==> config.mk <==
export PLATFORM = sky130hd
export DESIGN_NAME = hsrp_port
export DESIGN_NICKNAME = d
export VERILOG_FILES = /design/src/hsrp_pkg.sv /design/src/hsrp_port.sv
export VERILOG_INCLUDE_DIRS = /design/src /design/src/src
export SDC_FILE = /design/constraint.sdc
export NUM_CORES = 1
export LEC_CHECK = 0
export BUFFER_PORTS_ARGS = -buffer_cell sky130_fd_sc_hd__buf_4
export CAP_MARGIN = 20
export CORE_MARGIN = 2
export CORE_UTILIZATION = 40
export CTS_CLUSTER_DIAMETER = 40
export DETAILED_ROUTE_END_ITERATION = 6
export PLACE_DENSITY = 0.66
export REMOVE_ABC_BUFFERS = 1
export SETUP_SLACK_MARGIN = 0.5
export SYNTH_ARGS = -nofsm -noshare
export SYNTH_HDL_FRONTEND = slang
export SYNTH_SLANG_ARGS = --single-unit
==> constraint.sdc <==
create_clock -name MCLK -period 3.45 [get_ports MCLK]
set_input_delay 0.69 -clock MCLK [delete_from_list [all_inputs] [get_ports MCLK]]
set_output_delay 0.69 -clock MCLK [all_outputs]
set_load 0.02 [all_outputs]
==> src/hsrp_map.svh <==
// Register offsets, command layout and field positions of the host serial port
`ifndef HSRP_MAP_SVH
`define HSRP_MAP_SVH

`define HSRP_WORD_W 16
`define HSRP_ADDR_W 6
`define HSRP_CNT_W 4
`define HSRP_LAST_BIT 4'hf
`define HSRP_CMD_RW_BIT 15
`define HSRP_CMD_ADDR_MSB 5

`define HSRP_OFS_PROC_DISABLE 6'h00
`define HSRP_OFS_ERROR_FLAGS 6'h01
`define HSRP_OFS_CHECKWORD_FLAGS 6'h03
`define HSRP_OFS_STANDARD 6'h04
`define HSRP_OFS_ANC_FIRST 6'h05
`define HSRP_OFS_ANC_LAST 6'h09
`define HSRP_OFS_PAYLOAD_FIRST 6'h0c
`define HSRP_OFS_PAYLOAD_LAST 6'h0d
`define HSRP_OFS_RASTER_FIRST 6'h0e
`define HSRP_OFS_RASTER_LAST 6'h11
`define HSRP_OFS_WINDOW_FIRST 6'h12
`define HSRP_OFS_WINDOW_LAST 6'h19
`define HSRP_OFS_ERR_ENABLES 6'h1a

`define HSRP_RESET_WORD 16'h0000
// Synchroniser idle: reset pin and chip select high, burst clock low
`define HSRP_SYNC_IDLE 5'h06

`endif

==> src/hsrp_pkg.sv <==
// Types shared by the host serial register port
package hsrp_pkg;

  typedef enum logic [2:0] {
    HSRP_IDLE = 3'b000,
    HSRP_CMD = 3'b001,
    HSRP_WDATA = 3'b010,
    HSRP_RDATA = 3'b011,
    HSRP_DONE = 3'b100
  } hsrp_state_type;

  // Status words supplied by the video core
  typedef struct packed {
    logic [15:0] error_flags;
    logic [15:0] checkword_set;
    logic [4:0] standard_code;
    logic standard_locked;
    logic interlaced;
    logic [1:0][15:0] payload_id;
    logic [3:0][15:0] raster_counts;
  } hsrp_status_type;

  // Configuration words driven to the video core
  typedef struct packed {
    logic [15:0] proc_disable;
    logic [4:0][15:0] anc_match;
    logic [7:0][15:0] window_bounds;
    logic [15:0] err_enables;
  } hsrp_config_type;

endpackage

==> src/hsrp_port.sv <==
// Host serial register port with boundary-scan pin sharing
`timescale 1ns/1ps
`include "hsrp_map.svh"

module hsrp_port (
  // Clock and reset
  input wire logic MCLK,
  input wire logic SYS_RST,
  // Shared pins
  input wire logic RESET_TRST_N,
  input wire logic TEST_SEL,
  input wire logic SCLK_TCK,
  input wire logic CS_N_TMS,
  input wire logic SER_IN_TDI,
  output logic SER_OUT_TDO,
  output logic SER_OUT_TDO_OE,
  // Boundary-scan controller side
  output logic SCAN_TCK,
  output logic SCAN_TMS,
  output logic SCAN_TDI,
  output logic SCAN_TRST_N,
  input wire logic SCAN_TDO,
  // Video core side
  input wire hsrp_pkg::hsrp_status_type STATUS,
  output hsrp_pkg::hsrp_config_type CONFIG,
  output logic OUTPUTS_HIZ
);

  logic [4:0] sync1;
  logic [4:0] sync2;
  logic sclk_d;
  logic core_rst;
  logic rise;
  logic fall;
  logic cs_high;
  logic test_mode;
  logic din;
  hsrp_pkg::hsrp_state_type state;
  logic [`HSRP_CNT_W-1:0] cnt;
  logic [`HSRP_WORD_W-1:0] shift_in;
  logic [`HSRP_WORD_W-1:0] out_shift;
  logic [`HSRP_ADDR_W-1:0] cmd_addr;
  logic rd_loaded;
  logic wr_commit;
  logic [`HSRP_WORD_W-1:0] wr_data;
  logic [`HSRP_WORD_W-1:0] rd_word;
  logic [`HSRP_WORD_W-1:0] sticky;
  logic [`HSRP_WORD_W-1:0] next_sticky;
  logic [`HSRP_WORD_W-1:0] rw_mem [0:63];

  function automatic logic writable(input logic [`HSRP_ADDR_W-1:0] a);
    writable = (a == `HSRP_OFS_PROC_DISABLE) || (a == `HSRP_OFS_ERR_ENABLES) ||
      (a >= `HSRP_OFS_ANC_FIRST && a <= `HSRP_OFS_ANC_LAST) ||
      (a >= `HSRP_OFS_WINDOW_FIRST && a <= `HSRP_OFS_WINDOW_LAST);
  endfunction

  // Pin synchronisers: sclk, reset pin, cs, din, test select
  always_ff @(posedge MCLK) begin
    if (SYS_RST) begin
      sync1 <= `HSRP_SYNC_IDLE;
      sync2 <= `HSRP_SYNC_IDLE;
      sclk_d <= 1'b0;
    end else begin
      sync1 <= {TEST_SEL, SER_IN_TDI, CS_N_TMS, RESET_TRST_N, SCLK_TCK};
      sync2 <= sync1;
      sclk_d <= sync2[0];
    end
  end

  assign core_rst = SYS_RST | ~sync2[1];
  assign rise = sync2[0] & ~sclk_d;
  assign fall = ~sync2[0] & sclk_d;
  assign cs_high = sync2[2];
  assign din = sync2[3];
  assign test_mode = sync2[4];

  // Command and data sequencing
  always_ff @(posedge MCLK) begin
    if (core_rst || cs_high || test_mode) begin
      state <= hsrp_pkg::HSRP_IDLE;
      cnt <= '0;
      shift_in <= '0;
      cmd_addr <= '0;
      wr_commit <= 1'b0;
      wr_data <= '0;
    end else begin
      wr_commit <= 1'b0;
      unique case (state)
        hsrp_pkg::HSRP_IDLE: begin
          state <= hsrp_pkg::HSRP_CMD;
          cnt <= '0;
        end
        hsrp_pkg::HSRP_CMD: begin
          if (rise) begin
            shift_in <= {shift_in[14:0], din};
            cnt <= cnt + 1'b1;
            if (cnt == `HSRP_LAST_BIT) begin
              // Reserved bits dropped here
              cmd_addr <= {shift_in[`HSRP_CMD_ADDR_MSB-1:0], din};
              state <= shift_in[`HSRP_CMD_RW_BIT-1] ? hsrp_pkg::HSRP_RDATA :
                hsrp_pkg::HSRP_WDATA;
            end
          end
        end
        hsrp_pkg::HSRP_WDATA: begin
          if (rise) begin
            shift_in <= {shift_in[14:0], din};
            cnt <= cnt + 1'b1;
            if (cnt == `HSRP_LAST_BIT) begin
              wr_commit <= 1'b1;
              wr_data <= {shift_in[14:0], din};
              state <= hsrp_pkg::HSRP_DONE;
            end
          end
        end
        hsrp_pkg::HSRP_RDATA: begin
          if (rise) begin
            cnt <= cnt + 1'b1;
            if (cnt == `HSRP_LAST_BIT) begin
              state <= hsrp_pkg::HSRP_DONE;
            end
          end
        end
        hsrp_pkg::HSRP_DONE: begin
          state <= hsrp_pkg::HSRP_DONE;
        end
        default: begin
          state <= hsrp_pkg::HSRP_IDLE;
        end
      endcase
    end
  end

  // Read data shifter
  always_ff @(posedge MCLK) begin
    if (core_rst || cs_high || test_mode) begin
      out_shift <= '0;
      rd_loaded <= 1'b0;
    end else if (state == hsrp_pkg::HSRP_RDATA && fall) begin
      out_shift <= rd_loaded ? {out_shift[14:0], 1'b0} : rd_word;
      rd_loaded <= 1'b1;
    end
  end

  // Read map
  always_comb begin
    rd_word = '0;
    if (writable(cmd_addr)) begin
      rd_word = rw_mem[cmd_addr];
    end else if (cmd_addr == `HSRP_OFS_ERROR_FLAGS) begin
      rd_word = STATUS.error_flags;
    end else if (cmd_addr == `HSRP_OFS_CHECKWORD_FLAGS) begin
      rd_word = sticky;
    end else if (cmd_addr == `HSRP_OFS_STANDARD) begin
      rd_word = {9'h000, STATUS.interlaced, STATUS.standard_locked,
        STATUS.standard_code};
    end else if (cmd_addr >= `HSRP_OFS_PAYLOAD_FIRST && cmd_addr <= `HSRP_OFS_PAYLOAD_LAST) begin
      rd_word = STATUS.payload_id[cmd_addr[0]];
    end else if (cmd_addr >= `HSRP_OFS_RASTER_FIRST && cmd_addr <= `HSRP_OFS_RASTER_LAST) begin
      rd_word = STATUS.raster_counts[2'(cmd_addr - `HSRP_OFS_RASTER_FIRST)];
    end
  end

  // Writable registers
  always_ff @(posedge MCLK) begin
    if (core_rst) begin
      for (int i = 0; i < 64; i++) begin
        rw_mem[i] <= `HSRP_RESET_WORD;
      end
    end else if (wr_commit && writable(cmd_addr)) begin
      rw_mem[cmd_addr] <= wr_data;
    end
  end

  // Checkword flags: write one to clear, new event wins
  always_comb begin
    next_sticky = sticky;
    if (wr_commit && cmd_addr == `HSRP_OFS_CHECKWORD_FLAGS) begin
      next_sticky = sticky & ~wr_data;
    end
    next_sticky = next_sticky | STATUS.checkword_set;
  end

  always_ff @(posedge MCLK) begin
    if (core_rst) begin
      sticky <= '0;
    end else begin
      sticky <= next_sticky;
    end
  end

  // Pin ownership and output release
  always_ff @(posedge MCLK) begin
    if (core_rst) begin
      SER_OUT_TDO <= 1'b0;
      SER_OUT_TDO_OE <= 1'b0;
      SCAN_TCK <= 1'b0;
      SCAN_TMS <= 1'b1;
      SCAN_TDI <= 1'b0;
    end else if (test_mode) begin
      SER_OUT_TDO <= SCAN_TDO;
      SER_OUT_TDO_OE <= 1'b1;
      SCAN_TCK <= sync2[0];
      SCAN_TMS <= sync2[2];
      SCAN_TDI <= din;
    end else begin
      SER_OUT_TDO <= out_shift[15];
      SER_OUT_TDO_OE <= rd_loaded & ~cs_high;
      SCAN_TCK <= 1'b0;
      SCAN_TMS <= 1'b1;
      SCAN_TDI <= 1'b0;
    end
  end

  assign SCAN_TRST_N = ~(test_mode & ~sync2[1]);
  assign OUTPUTS_HIZ = core_rst;

  always_comb begin
    CONFIG.proc_disable = rw_mem[`HSRP_OFS_PROC_DISABLE];
    CONFIG.err_enables = rw_mem[`HSRP_OFS_ERR_ENABLES];
    for (int i = 0; i < 5; i++) begin
      CONFIG.anc_match[i] = rw_mem[6'(`HSRP_OFS_ANC_FIRST + i)];
    end
    for (int i = 0; i < 8; i++) begin
      CONFIG.window_bounds[i] = rw_mem[6'(`HSRP_OFS_WINDOW_FIRST + i)];
    end
  end
endmodule

======== Yosys cells after proc, flatten, opt, wreduce, memory -nomap -nowiden ========
Memories as Yosys holds them, arrays and structs flattened. A register that Yosys moved wholly into a read port is not among the register bits.
Index checks and enable logic that the tools add are counted.
word-level totals
  memories ................................ 1
  bits in writable memories ............... 1024
  register bits after elaboration ......... 94
  output and inout port bits .............. 247
cells by class
  reduce and logical (&&, ||, !) cells .... 26
  mux-type cells .......................... 33
  equal/unequal tests ..................... 14
  $add $sub $neg .......................... 2
  bitwise logic cells ..................... 16
  $lt $le $gt $ge ......................... 10
memories
  name    depth  bits a word  read ports  clocked after Yosys merged registers in  wr ports  RTL line         RTL
  rw_mem  64     16           16          1                                        64        hsrp_port.sv:49  logic [`HSRP_WORD_W-1:0] rw_mem [0:63];
operators with widths
  cell                                                                                  count
  16-bit two-way mux                                                                    12
  16-bit binary-select mux with 2-bit select                                            1
  6-bit two-way mux                                                                     3
  16-bit AND                                                                            1
  16-bit inverter                                                                       1
  16-bit OR                                                                             1
  16-bit OR reduction                                                                   1
  6-bit by 4-bit greater-or-equal comparator with 1-bit output (second input constant)  2
  6-bit by 4-bit less-or-equal comparator with 1-bit output (second input constant)     2
  6-bit by 5-bit less-or-equal comparator with 1-bit output (second input constant)     2
  3-bit two-way mux                                                                     4
  3-bit case mux with 4 select lines                                                    1
  1-bit two-way mux                                                                     10
  1-bit inverter                                                                        8
  4-bit case mux with 2 select lines                                                    1
  1-bit logical AND                                                                     7
  3-bit by 2-bit equality test with 1-bit output (second input constant)                2
  6-bit by 1-bit equality test with 1-bit output (second input constant)                1
  6-bit by 2-bit equality test with 1-bit output (second input constant)                1
  6-bit by 3-bit equality test with 1-bit output (second input constant)                1
  6-bit by 5-bit equality test with 1-bit output (second input constant)                1
  6-bit by 3-bit greater-or-equal comparator with 1-bit output (second input constant)  1
  6-bit by 5-bit greater-or-equal comparator with 1-bit output (second input constant)  1
  6-bit zero test                                                                       1
  20 further kinds                                                                      35

======== Longest topological paths before layout ========
  depth in word-level cells ............... 10
  mapped depth ............................ 11

======== Worst setup path after synthesis ========
OpenSTA, ideal clock, no wires.
  path type ............................... input port to flip-flop
  start ................................... in SYS_RST
  end ..................................... mem rw_mem[7][0] in the netlist's numbering (enable)
  setup time .............................. 0.375 ns
  arrival time ............................ 2.270 ns
  slack ................................... 0.805 ns
  data required time ...................... 3.075 ns
  stages on the path ...................... 6
  cells stage by stage .................... nor2b_1 > inv_1 > nor4_4 > and3_1 > buf_2 > nand2b_1
RTL lines
  what                RTL line         RTL
  start: declaration  hsrp_port.sv:8   input wire logic SYS_RST,
  end: declaration    hsrp_port.sv:49

==> results.json <==
{
  "core.rowCount": 124,
  "portBuffers": 389,
  "clockRootBuffer": "clkbuf_16",
  "die_h_um": 343.7,
  "hold_violations": 0,
  "period_share_pct": 84.36,
  "swShare_pct": 22.44,
  "core_area_um2": 114300,
  "async_flop_share_pct": 0,
  "drv_cap": 0,
  "crit_type": "reg2reg",
  "r2r_slack_ns": 0.54,
  "synth_edf_count": 1024,
  "drcViolationCount": 0,
  "yosysSeqAreaShare_pct": 70.94,
  "drive_above_1_share_pct": 29.14,
  "drt_iter0_markers": 3386,
  "syn_inst": 2560,
  "crit_path_max_incr_delay_ns": 0.41,
  "area_growth_syn_to_layout_pct": 29.79,
  "gp_congestion": 0.9213,
  "wl_per_cell_um": 24.41,
  "leakage_nw": 23.18,
  "fin_nets": 4061,
  "numCtsBuffers": 148,
  "postPlaceCellArea_um2": 54800,
  "crit_arrival_ns": 3.34,
  "status": "finished, final reports clean",
  "end_kind": "flip-flop",
  "pwr-share-clk_pct": 46.1,
  "ys_top_cells_by_area": "edfxtp_1, mux4_2, dfxtp_1",
  "grt_max_degree": 68,
  "start_util_pct": 40.38,
  "fill_cells": 9195,
  "synthDistinctLibCells": 76,
  "clkLatencyLatePin_ns": 0.75,
  "grt_overflow": 0,
  "intPower_w": 0.02551,
  "pwr-share-comb_pct": 5.1,
  "dieWidth_um": 343.7,
  "cts_tree": "yes",
  "worstPathRequired_ns": 3.88,
  "htree_levels": 4,
  "worstPathCellList": "nor4b_1, a211oi_1, o211ai_2, buf_4, nor4_4, buf_4, buf_8, nand2_1, nand2_1, buf_6",
  "p_per_area_nw_per_um2": 549.0,
  "via_count": 28013,
  "period_needed_ns": 2.911,
  "antenna_found_initial": 16,
  "crit_fanout": 30,
  "avgSynthCellArea_um2": 18.03,
  "post-synth-top-count-cell": "edfxtp_1",
  "synth_top_area_cell": "edfxtp_1",
  "final_area_um2": 59920,
  "pin_count": 390,
  "clock-sinks": 1124,
  "vdd.ir_drop.worst_uv": 373.1,
  "clk_pin_slew_ns": 0.05,
  "startpoint_type": "flip-flop",
  "fmax_ghz": 0.3436,
  "postCtsHoldBufs": 0,
  "hpwl_um": 96120,
  "drv_slew": 0,
  "synth_top_area_share_pct": 66.60,
  "rsz0062_at_grt": "true",
  "drt_first_pass_iters": 7,
  "tightest_slew_ns": 1.223,
  "place_ws_ns": 0.3041,
  "yosysWarnings": 0,
  "antenna_left": 0,
  "synthTopCellsByCount": "edfxtp_1, mux4_2, and2_1, nand2_1, dfxtp_1",
  "synth-main-ff-cell": "edfxtp_1",
  "via_per_inst": 5.049,
  "track_usage_pct": 22.90,
  "pwr-share-seq_pct": 48.8,
  "netlist_area_um2": 46170,
  "worst_clock_skew_ns": 0.03104,
  "ys_ff_latch": 1124,
  "grt_pass1_wl_um": 192500,
  "setup_viol": 0,
  "cts_buffer_depth": 3,
  "wl_um": 135500,
  "max_slew_margin_pct": 18.34,
  "grt_pass1_vias": 28251,
  "setup_ws_ns": 0.5394,
  "power_switching_w": 0.007382,
  "slowest_stage": "dfxtp_1",
  "hold_class": "in2reg",
  "fin_tns_setup_ns": 0,
  "die_area_um2": 118200
}
-- worst max-delay path: cells and delay by family, from the launching register on --
family	cells	cell delay, ns
AO/OA/AOI/OAI	2	0.58
AND/OR/NAND/NOR	4	0.67
buffers and inverters	4	0.93
flip-flops	1	0.41
-- metal layers --
metal | track usage, % | wire [um] | up-vias
li1 | - | - | 12171
met1 | 31.06 | 53270 | 14171
met2 | 35.71 | 63570 | 1428
met3 | 6.062 | 14250 | 239
met4 | 8.006 | 4172 | 4
met5 | 1.002 | 185 | -
-- sequential cells by signal, summed over array words and instances, names as in the netlist, 3 cells and up, named ones only --
signal	flops
sync1	5
sync2	5
out_shift	16
sticky	16
cnt	4
state	3
shift_in	15
cmd_addr	6
rw_mem	1024
wr_data	16
-- cell families (layout without fill, tap and decap cells) --
family	count (synthesis)	count (layout)	share of synthesized area (%)
flip-flops	1124	1124	70.94
AND/OR/NAND/NOR	576	576	6.870
multiplexers	381	381	16.13
buffers and inverters	256	948	2.661
AO/OA/AOI/OAI	218	218	3.304
XOR/XNOR	3	3	0.05692
adder cells (fa/ha/maj)	1	1	0.02710
other	1	785	0.008123
-- worst paths after layout --
check	start	end	cells past startpoint
hold reg to reg	sync1[1]$_SDFF_PP1_	sync2[1]$_SDFF_PP1_	1
setup reg to reg	cmd_addr[4]$_SDFFE_PP0P_	rw_mem[22][4]$_SDFFCE_PN0P_	10
setup / recovery	cmd_addr[4]$_SDFFE_PP0P_	rw_mem[22][4]$_SDFFCE_PN0P_	10
hold / removal	RESET_TRST_N	sync1[1]$_SDFF_PP1_	2
-- stage by stage --
stage	hold WS (ns)	total power, W	util, %	instances
floorplan	0.3895	0.01701	-	3152
global placement	0.3971	0.01794	47.91	5261
detailed placement	0.3945	0.01799	47.93	5262
CTS	0.1131	0.03307	52.28	5535
global route	0.1278	0.03384	52.40	5547
finish	0.1524	0.03290	52.40	5548
-- timing repair --
item | in CTS | in global routing
buffers inserted | 5 | 11
endpoints found under the setup margin | 8 | 71
pin swaps | 0 | 2
resized for setup | 0 | 8
-- power by group through the flow --
stage / clock network [W] / logic (W) / registers [W]
floorplan: 0 / 0.000652 / 0.0164
global placement: 0 / 0.00165 / 0.0163
detailed placement: 0 / 0.00167 / 0.0163
CTS: 0.0154 / 0.00167 / 0.0160
global route: 0.0159 / 0.00182 / 0.0161
finish: 0.0152 / 0.00169 / 0.0160
-- layout by cell type, fill, tap and decap left out, types with 9 or more instances in the layout --
cell type / count
a211oi_1: 11
a21oi_1: 67
a221oi_1: 14
a222oi_1: 11
a22oi_1: 23
a311oi_1: 9
a31oi_1: 12
and2_1: 168
and3_1: 93
buf_12: 22
buf_4: 587
bufinv_16: 10
clkbuf_1: 18
clkbuf_16: 155
clkinv_1: 17
clkinv_2: 12
clkinv_4: 12
clkinvlp_4: 14
conb_1: 784
dfxtp_1: 93
edfxtp_1: 1024
inv_1: 63
inv_6: 19
mux2_2: 22
mux2i_1: 74
mux4_1: 11
mux4_2: 274
nand2_1: 110
nand2b_1: 18
nand3_1: 16
nor2_1: 96
nor2b_1: 14
o211ai_1: 9
o21ai_0: 13
o22ai_1: 9
-- area by class of cell --
class / count / area [um^2] / area share, %
multi-input combinational: 1963 / 15160 / 25.30
tap: 1512 / 1892 / 3.157
clock buffer: 173 / 3946 / 6.586
antenna: 1 / 2.502 / 0.004176
timing repair buffer: 615 / 4938 / 8.242
inverter: 65 / 244.0 / 0.4072
sequential: 1124 / 32770 / 54.69
clock inverter: 95 / 970.9 / 1.620
Note: power is estimated with default switching activity, not from simulation.
